## src/hdl/esb_pkg.sv

```systemverilog
// Purpose: Shared constants and types for the execution-state bits block
// Assumes: 32-bit combined status word, field bits as laid out below
// Notes:   Split field is carried internally as one byte, see FLD_* below
package esb_pkg;
   // -----------------------------------------------------------------
   // Bit positions in the combined status word
   // -----------------------------------------------------------------
   localparam int          ISA_BIT     = 24;
   localparam int          FLD_HI_MSB  = 26;
   localparam int          FLD_HI_LSB  = 25;
   localparam int          FLD_LO_MSB  = 15;
   localparam int          FLD_LO_LSB  = 10;
   localparam int          RESUME_REG_MSB = 15;
   localparam int          RESUME_REG_LSB = 12;
   localparam int          FIELD_W     = 8;
   localparam int          COND_MAX    = 4;

   // -----------------------------------------------------------------
   // Values after reset and fixed addresses
   // -----------------------------------------------------------------
   localparam logic [31:0] WORD_RESET  = 32'h0100_0000;
   localparam logic [31:0] VECTOR_ADDR = 32'h0000_0004;
   localparam logic [31:0] RSVD_MASK   = 32'h00FF_03C0;
   localparam logic [31:0] WORD_ZERO   = 32'h0000_0000;
   localparam logic        ISA_RESET   = 1'b1;
   localparam logic [7:0]  FIELD_RESET = 8'h00;

   // -----------------------------------------------------------------
   // Types
   // -----------------------------------------------------------------
   typedef enum logic [2:0] {
      VIEW_FULL,
      VIEW_EXEC,
      VIEW_INT_EXEC,
      VIEW_APP_INT,
      VIEW_APP_EXEC,
      VIEW_APP,
      VIEW_INT
   } esb_view_t;

   typedef struct packed {
      logic       cond_active;
      logic       xfer_active;
      logic [3:0] cond_code;
      logic [2:0] cond_left;
      logic [3:0] resume_reg;
   } esb_dec_t;
endpackage

```

## src/hdl/esb_exec_state.sv

```systemverilog
// Purpose: Execution-state bits of the combined status word
// Assumes: All event inputs are one-cycle pulses synchronous to CLK
// Notes:   Condition flags and exception number live elsewhere
`timescale 1ns/10ps
`default_nettype none
module esb_exec_state #(
   parameter int COND_LEN = 4
) (
   input  wire logic               CLK,
   input  wire logic               RST,
   input  wire logic               COND_START,
   input  wire logic [7:0]         COND_SETUP,
   input  wire logic               INSTR_DONE,
   input  wire logic               XFER_SUSPEND,
   input  wire logic [3:0]         XFER_NEXT_REG,
   input  wire logic               XFER_RESUME,
   input  wire logic               BRANCH_EXCH,
   input  wire logic               TARGET_BIT0,
   input  wire logic               EXC_ENTRY,
   input  wire logic               VECTOR_BIT0,
   input  wire logic               EXC_RETURN,
   input  wire logic [31:0]        STACKED_WORD,
   input  wire logic               VEC_RD_ACK,
   input  wire logic [31:0]        VEC_RD_DATA,
   input  wire logic               EXEC_REQ,
   input  wire logic               IN_FAULT_HANDLER,
   input  wire logic               RD_REQ,
   input  wire esb_pkg::esb_view_t RD_VIEW,
   input  wire logic               RD_BY_MOVE,
   input  wire logic               WR_REQ,
   output logic                    VEC_RD_REQ,
   output logic [31:0]             VEC_RD_ADDR,
   output logic                    EXEC_GRANT,
   output logic                    FAULT,
   output logic                    LOCKUP,
   output logic                    RESUME_VALID,
   output logic [3:0]              RESUME_REG,
   output logic                    RD_VALID,
   output logic [31:0]             RD_DATA,
   output logic                    WR_DISCARD,
   output logic                    ISA_STATE,
   output logic                    COND_ACTIVE,
   output logic [3:0]              COND_CODE,
   output logic                    XFER_ACTIVE,
   output logic [31:0]             EXEC_WORD
);
   // ----------------------------------------------------------------
   // Elaboration checks
   // ----------------------------------------------------------------
   // The field encoding has exactly four mask slots
   if (COND_LEN != esb_pkg::COND_MAX) begin : g_len_chk
      $error("COND_LEN must equal the four-slot field encoding");
   end

   // ----------------------------------------------------------------
   // Declarations
   // ----------------------------------------------------------------
   typedef enum {ESB_FETCH, ESB_WAIT, ESB_RUN} esb_state_t;
   esb_state_t          state_r;
   logic                isa_r;
   logic [7:0]          field_r, field_nxt;
   logic [31:0]         word_nxt, rd_data_nxt;
   logic                run, susp_ok, resume_ok, start_ok, adv_ok;
   esb_pkg::esb_dec_t   dec;

   assign run       = (state_r == ESB_RUN);
   assign susp_ok   = run && !EXC_ENTRY && !EXC_RETURN && XFER_SUSPEND;
   assign resume_ok = run && !EXC_ENTRY && !EXC_RETURN && !XFER_SUSPEND &&
                      XFER_RESUME && dec.xfer_active;
   // A setup with an empty mask is not a block and is dropped
   assign start_ok  = run && !EXC_ENTRY && !EXC_RETURN && !XFER_SUSPEND &&
                      !resume_ok && COND_START && (COND_SETUP[3:0] != 4'h0);
   assign adv_ok    = run && !EXC_ENTRY && !EXC_RETURN && !XFER_SUSPEND &&
                      !resume_ok && !start_ok && INSTR_DONE &&
                      dec.cond_active;

   esb_field_dec u_dec (
      .field (field_r),
      .dec   (dec)
   );

   esb_view_mux u_mux (
      .word    (word_nxt),
      .view    (RD_VIEW),
      .by_move (RD_BY_MOVE),
      .data    (rd_data_nxt)
   );

   // ----------------------------------------------------------------
   // Reset vector fetch
   // ----------------------------------------------------------------
   // fetch reset vector
   always_ff @(posedge CLK) begin
      if (RST) begin
         state_r     <= ESB_FETCH;
         VEC_RD_REQ  <= 1'b0;
         VEC_RD_ADDR <= esb_pkg::WORD_ZERO;
      end else begin
         case (state_r)
            ESB_FETCH: begin
               VEC_RD_REQ  <= 1'b1;
               VEC_RD_ADDR <= esb_pkg::VECTOR_ADDR;
               state_r     <= ESB_WAIT;
            end
            ESB_WAIT: begin
               if (VEC_RD_ACK) begin
                  VEC_RD_REQ <= 1'b0;
                  state_r    <= ESB_RUN;
               end
            end
            ESB_RUN: begin
               VEC_RD_REQ <= 1'b0;
            end
            default: begin
               state_r <= ESB_FETCH;
            end
         endcase
      end
   end

   // ----------------------------------------------------------------
   // Instruction-set state bit
   // ----------------------------------------------------------------
   // resets to one
   always_ff @(posedge CLK) begin
      if (RST) begin
         isa_r <= esb_pkg::ISA_RESET;
      end else if (state_r == ESB_WAIT && VEC_RD_ACK) begin
         isa_r <= VEC_RD_DATA[0];
      end else if (run) begin
         if (EXC_ENTRY) begin
            isa_r <= VECTOR_BIT0;
         end else if (EXC_RETURN) begin
            isa_r <= STACKED_WORD[esb_pkg::ISA_BIT];
         end else if (BRANCH_EXCH) begin
            isa_r <= TARGET_BIT0;
         end
      end
   end

   // ----------------------------------------------------------------
   // Split field
   // ----------------------------------------------------------------
   always_comb begin
      field_nxt = field_r;
      if (run && EXC_ENTRY) begin
         // State has been stacked by the entry sequence
         field_nxt = esb_pkg::FIELD_RESET;
      end else if (run && EXC_RETURN) begin
         field_nxt = {STACKED_WORD[esb_pkg::FLD_LO_MSB:esb_pkg::FLD_LO_LSB],
                      STACKED_WORD[esb_pkg::FLD_HI_MSB:esb_pkg::FLD_HI_LSB]};
      end else if (susp_ok) begin
         field_nxt = {XFER_NEXT_REG, 4'h0};
      end else if (resume_ok) begin
         field_nxt = esb_pkg::FIELD_RESET;
      end else if (start_ok) begin
         field_nxt = COND_SETUP;
      end else if (adv_ok) begin
         if (field_r[2:0] == 3'h0) begin
            field_nxt = esb_pkg::FIELD_RESET;
         end else begin
            field_nxt = {field_r[7:5], field_r[3:0], 1'b0};
         end
      end
   end

   always_ff @(posedge CLK) begin
      if (RST) begin
         field_r <= esb_pkg::FIELD_RESET;
      end else begin
         field_r <= field_nxt;
      end
   end

   // ----------------------------------------------------------------
   // Status word and live outputs
   // ----------------------------------------------------------------
   always_comb begin
      word_nxt = esb_pkg::WORD_ZERO;
      word_nxt[esb_pkg::FLD_HI_MSB:esb_pkg::FLD_HI_LSB] = field_r[1:0];
      word_nxt[esb_pkg::FLD_LO_MSB:esb_pkg::FLD_LO_LSB] = field_r[7:2];
      word_nxt[esb_pkg::ISA_BIT] = isa_r;
   end

   always_ff @(posedge CLK) begin
      if (RST) begin
         EXEC_WORD   <= esb_pkg::WORD_RESET;
         ISA_STATE   <= esb_pkg::ISA_RESET;
         COND_ACTIVE <= 1'b0;
         COND_CODE   <= 4'h0;
         XFER_ACTIVE <= 1'b0;
      end else begin
         EXEC_WORD   <= word_nxt & ~esb_pkg::RSVD_MASK;
         ISA_STATE   <= isa_r;
         COND_ACTIVE <= dec.cond_active;
         COND_CODE   <= dec.cond_active ? dec.cond_code : 4'h0;
         XFER_ACTIVE <= dec.xfer_active;
      end
   end

   // ----------------------------------------------------------------
   // Execution gate
   // ----------------------------------------------------------------
   always_ff @(posedge CLK) begin
      if (RST) begin
         EXEC_GRANT <= 1'b0;
         FAULT      <= 1'b0;
         LOCKUP     <= 1'b0;
      end else begin
         EXEC_GRANT <= run && EXEC_REQ && isa_r && !LOCKUP;
         FAULT      <= run && EXEC_REQ && !isa_r && !IN_FAULT_HANDLER &&
                       !LOCKUP;
         // Lockup is left only by reset
         if (run && EXEC_REQ && !isa_r && IN_FAULT_HANDLER) begin
            LOCKUP <= 1'b1;
         end
      end
   end

   // ----------------------------------------------------------------
   // Resume answer and status access
   // ----------------------------------------------------------------
   always_ff @(posedge CLK) begin
      if (RST) begin
         RESUME_VALID <= 1'b0;
         RESUME_REG   <= 4'h0;
      end else begin
         RESUME_VALID <= resume_ok;
         RESUME_REG   <= resume_ok ? dec.resume_reg : 4'h0;
      end
   end

   always_ff @(posedge CLK) begin
      if (RST) begin
         RD_VALID   <= 1'b0;
         RD_DATA    <= esb_pkg::WORD_ZERO;
         WR_DISCARD <= 1'b0;
      end else begin
         RD_VALID   <= RD_REQ;
         RD_DATA    <= RD_REQ ? rd_data_nxt : esb_pkg::WORD_ZERO;
         WR_DISCARD <= WR_REQ;
      end
   end
endmodule
`default_nettype wire

```

## src/hdl/esb_field_dec.sv

```systemverilog
// Purpose: Decodes the split field into block and transfer state
// Assumes: Field byte is {bits 15:10, bits 26:25} of the status word
// Notes:   Purely combinational
`timescale 1ns/10ps
`default_nettype none
module esb_field_dec (
   input  wire logic [7:0]       field,
   output esb_pkg::esb_dec_t     dec
);
   always_comb begin
      dec             = '0;
      dec.cond_code   = field[7:4];
      // Low nibble nonzero marks a live conditional block
      dec.cond_active = (field[3:0] != 4'h0);
      // Resume form keeps the low nibble clear; all zero means idle
      dec.xfer_active = (field[3:0] == 4'h0) && (field[7:4] != 4'h0);
      dec.resume_reg  = field[7:4];
      // Lowest set mask bit tells how many block slots remain
      case (1'b1)
         field[0]: dec.cond_left = 3'h4;
         field[1]: dec.cond_left = 3'h3;
         field[2]: dec.cond_left = 3'h2;
         field[3]: dec.cond_left = 3'h1;
         default:  dec.cond_left = 3'h0;
      endcase
   end
endmodule
`default_nettype wire

```

## src/hdl/esb_view_mux.sv

```systemverilog
// Purpose: Builds the read answer for one status-word view
// Assumes: Only execution-state bits are present in the word given
// Notes:   Combinational; reserved bits always forced low
`timescale 1ns/10ps
`default_nettype none
module esb_view_mux (
   input  wire logic [31:0]      word,
   input  wire esb_pkg::esb_view_t view,
   input  wire logic             by_move,
   output logic [31:0]           data
);
   logic exposed;

   always_comb begin
      exposed = !by_move &&
                ((view == esb_pkg::VIEW_FULL) ||
                 (view == esb_pkg::VIEW_EXEC));
      data    = exposed ? (word & ~esb_pkg::RSVD_MASK) : esb_pkg::WORD_ZERO;
   end
endmodule
`default_nettype wire

```

## config.mk

```make
export PLATFORM = sky130hd
export DESIGN_NAME = esb_exec_state
export DESIGN_NICKNAME = d
export VERILOG_FILES = /design/src/hdl/esb_pkg.sv /design/src/hdl/esb_exec_state.sv /design/src/hdl/esb_field_dec.sv /design/src/hdl/esb_view_mux.sv
export SDC_FILE = /design/constraint.sdc
export NUM_CORES = 1
export LEC_CHECK = 0
export BUFFER_PORTS_ARGS = -buffer_cell sky130_fd_sc_hd__buf_4
export CORE_AREA = 2 2 82 84
export CTS_BUF_LIST = sky130_fd_sc_hd__clkbuf_16
export CTS_CLUSTER_DIAMETER = 120
export DETAILED_ROUTE_END_ITERATION = 8
export DIE_AREA = 0 0 84 86
export MAX_ROUTING_LAYER = met4
export PLACE_DENSITY = 0.81
export SYNTH_ARGS = -nofsm -noshare
export SYNTH_HDL_FRONTEND = slang
export SYNTH_SLANG_ARGS = --single-unit
```

## constraint.sdc

```tcl
create_clock -name CLK -period 4.5 [get_ports CLK]
set_input_delay 0.675 -clock CLK [delete_from_list [all_inputs] [get_ports CLK]]
set_output_delay 0.675 -clock CLK [all_outputs]
set_load 0.02 [all_outputs]
```

== Word level (Yosys, flattened, before mapping) ==
Index checks and enable logic that the tools add are counted.

* Bits in registers: 124
* Input bits: 96
* Output and inout bits: 114
* Logic and storage cells: 102

* Equality and inequality tests: 6
* Mux-type cells: 15
* Bitwise gates (word level): 5
* Reduce and logical (&&, ||, !) cells: 55

{| class="wikitable"
|+ Operators with widths
! cell !! count
|-
| case mux 32 bit (3 select lines) || 1
|-
| equality test 32 x 2 -> 1 bit, second input constant || 2
|-
| two-way mux 8 bit || 6
|-
| equality test 32 x 1 -> 1 bit, second input constant || 1
|-
| equality test 32 x 3 -> 1 bit, second input constant || 1
|-
| zero test 32 bit || 1
|-
| two-way mux 32 bit || 1
|-
| logical AND 1 bit || 24
|-
| nonzero test 4 bit || 4
|-
| nonzero test 5 bit || 2
|-
| zero test 1 bit || 9
|-
| AND reduction 2 bit || 4
|-
| OR reduction 2 bit || 4
|-
| zero test 3 bit || 2
|-
| two-way mux 1 bit || 6
|-
| NOT 1 bit || 5
|-
| zero test 4 bit || 1
|-
| equality test 3 x 1 -> 1 bit, second input constant || 1
|-
| case mux 1 bit (3 select lines) || 1
|-
| nonzero test 3 bit || 1
|-
| OR reduction 3 bit || 1
|-
| != test 2 bit, second input constant || 1
|-
| nonzero test 2 bit || 1
|-
| logical OR 1 bit || 1
|}

== Longest topological paths before layout ==
* Word-level depth: 19
* Gate-level depth with buffers: 8
* Mapped depth without buffers: 7

== By module ==
A second synthesis with hierarchy kept.

* Cell total of the unflattened synthesis: 353
* Area, all modules: 3493.4 µm²

{| class="wikitable"
|+ By module, submodules not included
! module !! instances !! cells an instance !! area an instance (µm²)
|-
| esb_exec_state || 1 || 297 || 2910.3
|-
| esb_view_mux || 1 || 39 || 471.7
|-
| esb_field_dec || 1 || 17 || 111.4
|}

== Least setup slack after synthesis ==
Ideal clock, no wire load.

* Path type: input to register
* Start point: input COND_SETUP[0]
* End point: register field_r[3]
* Arrival: 2.281 ns
* Required time: 4.381 ns
* Path slack: 2.101 ns
* Stages: 6
* Buffers on the path: 1
* Cell sequence: or4_1 > and3_4 > and2_4 > buf_6 > or3_4 > o221a_1

* Word-level cells in the longest chain between the ends: 7
* Elaborated cells between the ends (all ways): 11
* Those cells by class: mux (4); reduce/logical (7)

{| class="wikitable"
|+ Ends and longest elaborated chain
! what !! RTL line !! RTL
|-
| start: declaration || esb_exec_state.sv:12 || <nowiki>input wire logic [7:0] COND_SETUP,</nowiki>
|-
| nonzero test 4 bit (*) || esb_exec_state.sv:72 || <nowiki>!resume_ok && COND_START && (COND_SETUP[3:0] != 4'h0);</nowiki>
|-
| logical AND 1 bit (*) || esb_exec_state.sv:72 ||
|-
| zero test 1 bit || esb_exec_state.sv:74 || <nowiki>!resume_ok && !start_ok && INSTR_DONE &&</nowiki>
|-
| logical AND 1 bit (3 in series) || esb_exec_state.sv:74 ||
|-
| nonzero test 5 bit (no line) || - ||
|-
| end signal: assignment || esb_exec_state.sv:169 || <nowiki>field_r <= esb_pkg::FIELD_RESET;</nowiki>
|-
| end signal: assignment || esb_exec_state.sv:171 || <nowiki>field_r <= field_nxt;</nowiki>
|-
| end: declaration || esb_exec_state.sv:61 || <nowiki>logic [7:0] field_r, field_nxt;</nowiki>
|}

Every way passes the cells marked *; elsewhere a longest branch is shown, timed or not.
A chain may end at the register's enable or synchronous reset.

== Worst setup path after layout ==
* Start point: register state_r[0]
* End point: register field_r[3]

* Word-level cells in the longest chain between the ends: 15
* Elaborated cells between the ends (all ways): 23
* Those cells by class: eq/ne (1); mux (4); reduce/logical (18)

{| class="wikitable"
|+ Ends and longest elaborated chain
! what !! RTL line !! RTL
|-
| start: declaration || esb_exec_state.sv:59 || <nowiki>esb_state_t state_r;</nowiki>
|-
| start signal: assignment || esb_exec_state.sv:95 || <nowiki>state_r <= ESB_FETCH;</nowiki>
|-
| start signal: assignment || esb_exec_state.sv:103 || <nowiki>state_r <= ESB_WAIT;</nowiki>
|-
| start signal: assignment || esb_exec_state.sv:108 || <nowiki>state_r <= ESB_RUN;</nowiki>
|-
| equality test 32 x 3 -> 1 bit (*) || esb_exec_state.sv:66 || <nowiki>assign run = (state_r == ESB_RUN);</nowiki>
|-
| logical AND 1 bit (2 in series) || - ||
|-
| logical AND 1 bit || esb_exec_state.sv:68, esb_exec_state.sv:71, esb_exec_state.sv:73 ||
|-
| logical AND 1 bit || esb_exec_state.sv:68 || <nowiki>assign resume_ok = run && !EXC_ENTRY && !EXC_RETURN && !XFER_SUSPEND &&</nowiki>
|-
| logical AND 1 bit || esb_exec_state.sv:69 || <nowiki>XFER_RESUME && dec.xfer_active;</nowiki>
|-
| zero test 1 bit || esb_exec_state.sv:72, esb_exec_state.sv:74 ||
|-
| logical AND 1 bit || esb_exec_state.sv:71, esb_exec_state.sv:73 ||
|-
| logical AND 1 bit (2 in series) || esb_exec_state.sv:72 ||
|-
| zero test 1 bit || esb_exec_state.sv:74 ||
|-
| logical AND 1 bit (3 in series) || esb_exec_state.sv:74 ||
|-
| nonzero test 5 bit (no line) || - ||
|}

Marks and branches as above.

==> results.ini <==
[worst_setup_path]
path_class=flop to flop
critPathSlowestCell=nor4b_2
rrSetupSlack_ns=2.08
required_ns=4.68
max_stage_delay_ns=0.53
timing.rr.end=field_r[3]
reg2reg_depth=7
cp_cell_sequence=inv_1 -> ha_1 -> nor4b_2 -> nand2_1 -> nor2_1 -> a211oi_1 -> o221a_1
crit_path_end_kind=flop
path_buf_inv=1
critical_path.top_delay_family=simple AND/OR/NAND/NOR gates
cp.arrival_ns=2.60
setup.worst_path.start_class=flop
r2r-start=state_r[0]
cp_max_fo=14

[power]
p_leak_nw=1.45
irDropWorstVdd_mv=0.248
powerDensity_nw_per_um2=456

[yosys]
synthArstFlopShare_pct=0
postSynthCellCount=265
ys.flop_type=dfxtp_1
synth_warnings=0
ys_ff_latch=47
synth_area_per_cell_um2=9.07
synth.distinct_cells=50
ys_seq_area_share_pct=39.1
netlist_area_um2=2400
synth-edff-count=0

[floorplan]
initial_core_util_pct=38.3
core_region_area_um2=6280
die_w_um=84
std_cell_rows=29
die_h_um=86
ios=210
dieArea_um2=7220

[sta]
setup_viol=0
slew_headroom_pct=16.1
worst_pin_slew_ns=1.24
finalClockSkew_ns=0.00273
min_period_over_period_pct=53.9
hold_slack_ns=0.490
rsz0062_at_grt=no
fin_crit_ns=2.42
fmax_mhz=413
setup_tns_ns=0
maxSlewViolCount=0
hold_violations=0

[global_routing]
antenna_found_initial=0
grt_pass1_vias=1636
grt_use_total_pct=13.4
grt_start_max_net_pins=24
grt_overflow_total=0
grt_pass1_wl_um=7450

[cells_and_area]
drive_gt1_share_pct=26.8
area_growth_pct=22.3
diodes=0
multiInputGateArea_um2=1100
seq_area_um2=941
final_cell_mix=77 x conb_1, 77 x buf_4, 47 x dfxtp_1
num-fill-cells=583
nNetsFinal=444

[route]
wl_um=5090
route.vias.total=1897
vias_per_cell=4.52
drc=0
detail-route-antenna-nets=0
drt_first_pass_iters=6
wl_per_cell_um=12.1
drtIter0Drc=101

[min_path]
min_to=VEC_RD_ADDR[2]
whs_path_depth=2
hold_path.class=flop to flop
worstHoldStart=VEC_RD_ADDR[2]

[run]
maxCapViolations=0

[clock_network]
clock_latency_ns=0.28
cts-buffers-inserted=5
clock_sinks=47
htree_levels=2
cts_setup_buffers=0
cts_resized=0
holdBufCountCts=0
clockBufferDepth=2
cts_root_buffer=clkbuf_16
cts_tree=built
clkTransAtPathRegs_ns=0.06

[placed_design]
numPortBuffers=77
globalplace.congestion=0.846
dp.final_hpwl_um=3970

[status]
status=finished clean

[sequential cells by signal, indices dropped and copies added, names as in the netlist]
| register | flops |
|---|---|
| WR_DISCARD | 1 |
| VEC_RD_REQ | 1 |
| COND_CODE | 4 |
| EXEC_GRANT | 1 |
| XFER_ACTIVE | 1 |
| state_r | 2 |
| field_r | 8 |
| RD_VALID | 1 |
| RESUME_REG | 4 |
| COND_ACTIVE | 1 |
| RESUME_VALID | 1 |
| EXEC_WORD | 9 |
| FAULT | 1 |
| isa_r | 1 |
| VEC_RD_ADDR | 1 |
| LOCKUP | 1 |
| RD_DATA | 9 |
[routing by layer]
layer	global-route usage [%]	up-vias	wire (um)
li1	-	891	-
met1	13.0	855	1780
met2	24.1	135	2590
met3	3.46	16	546
met4	7.77	0	173
met5	-	-	0
[metrics by stage]
| step | setup slack (ns) | cell area, um^2 | util (%) | power, mW | cells |
|---|---|---|---|---|---|
| 2_1_floorplan | 2.10 | 2690 | - | 0.817 | 341 |
| 4_1_cts | 2.08 | 2940 | 46.8 | 1.35 | 420 |
| 5_1_grt | 1.87 | 2940 | 46.8 | 1.40 | 420 |
| 3_3_place_gp | 2.01 | 2750 | 43.8 | 0.870 | 412 |
| 6_report | 2.08 | 2940 | 46.8 | 1.34 | 420 |
| 3_5_place_dp | 2.01 | 2750 | 43.8 | 0.884 | 412 |
[Yosys cell counts, drive strengths merged (5+ instances only)]
library cell	n	share of area (%)
and2	12	3.2
nor2b	6	1.6
nand2b	5	1.3
a21oi	10	2.1
dfxtp	47	39
ha	6	3.1
buf	80	25
nor2	24	3.7
o21ai	7	1.5
nand2	12	1.9
inv	9	1.4
[how the worst max path moves through the flow]
stage                        startpoint    endpoint  slack (ns)  cells past startpoint
final                        state_r[0]  field_r[3]        2.08                      7
after global routing         state_r[0]  field_r[3]        1.87                      7
after CTS                    state_r[0]  field_r[3]        2.08                      7
after detailed placement  COND_SETUP[0]  field_r[3]        2.01                      6
after global placement    COND_SETUP[0]  field_r[3]        2.01                      6
after floorplan           COND_SETUP[0]  field_r[3]        2.10                      6
[worst min-delay path, delay by kind of cell (launching register included)]
kind             cells  cell delay [ns]
flip-flops           1             0.33
AND/OR/NAND/NOR      2             0.13
[layout make-up]
cell class,count,share of cell area (%)
multi-input combinational,202,37.5
sequential,47,32.0
timing repair buffer,77,19.7
clock buffer,5,4.26
tap,77,3.28
clock inverter,3,2.17
inverter,9,1.15
[kinds of logic (layout without fill, tap and decap cells)]
logic type,after synthesis,count (layout),share of synthesized area [%]
DFF,47,47,39.1
adders and majority gates,6,6,3.12
other,1,77,0.156
AOI/OAI and AO/OA,43,43,12.8
and+or+nand+nor,76,76,18.0
buffers and inverters,92,94,26.9
[report_power, final]
group	switching, mW	internal [mW]
sequential	0.0405	0.464
combinational	0.233	0.140
clock	0.148	0.316
Note: power is estimated with default switching activity, not from simulation.
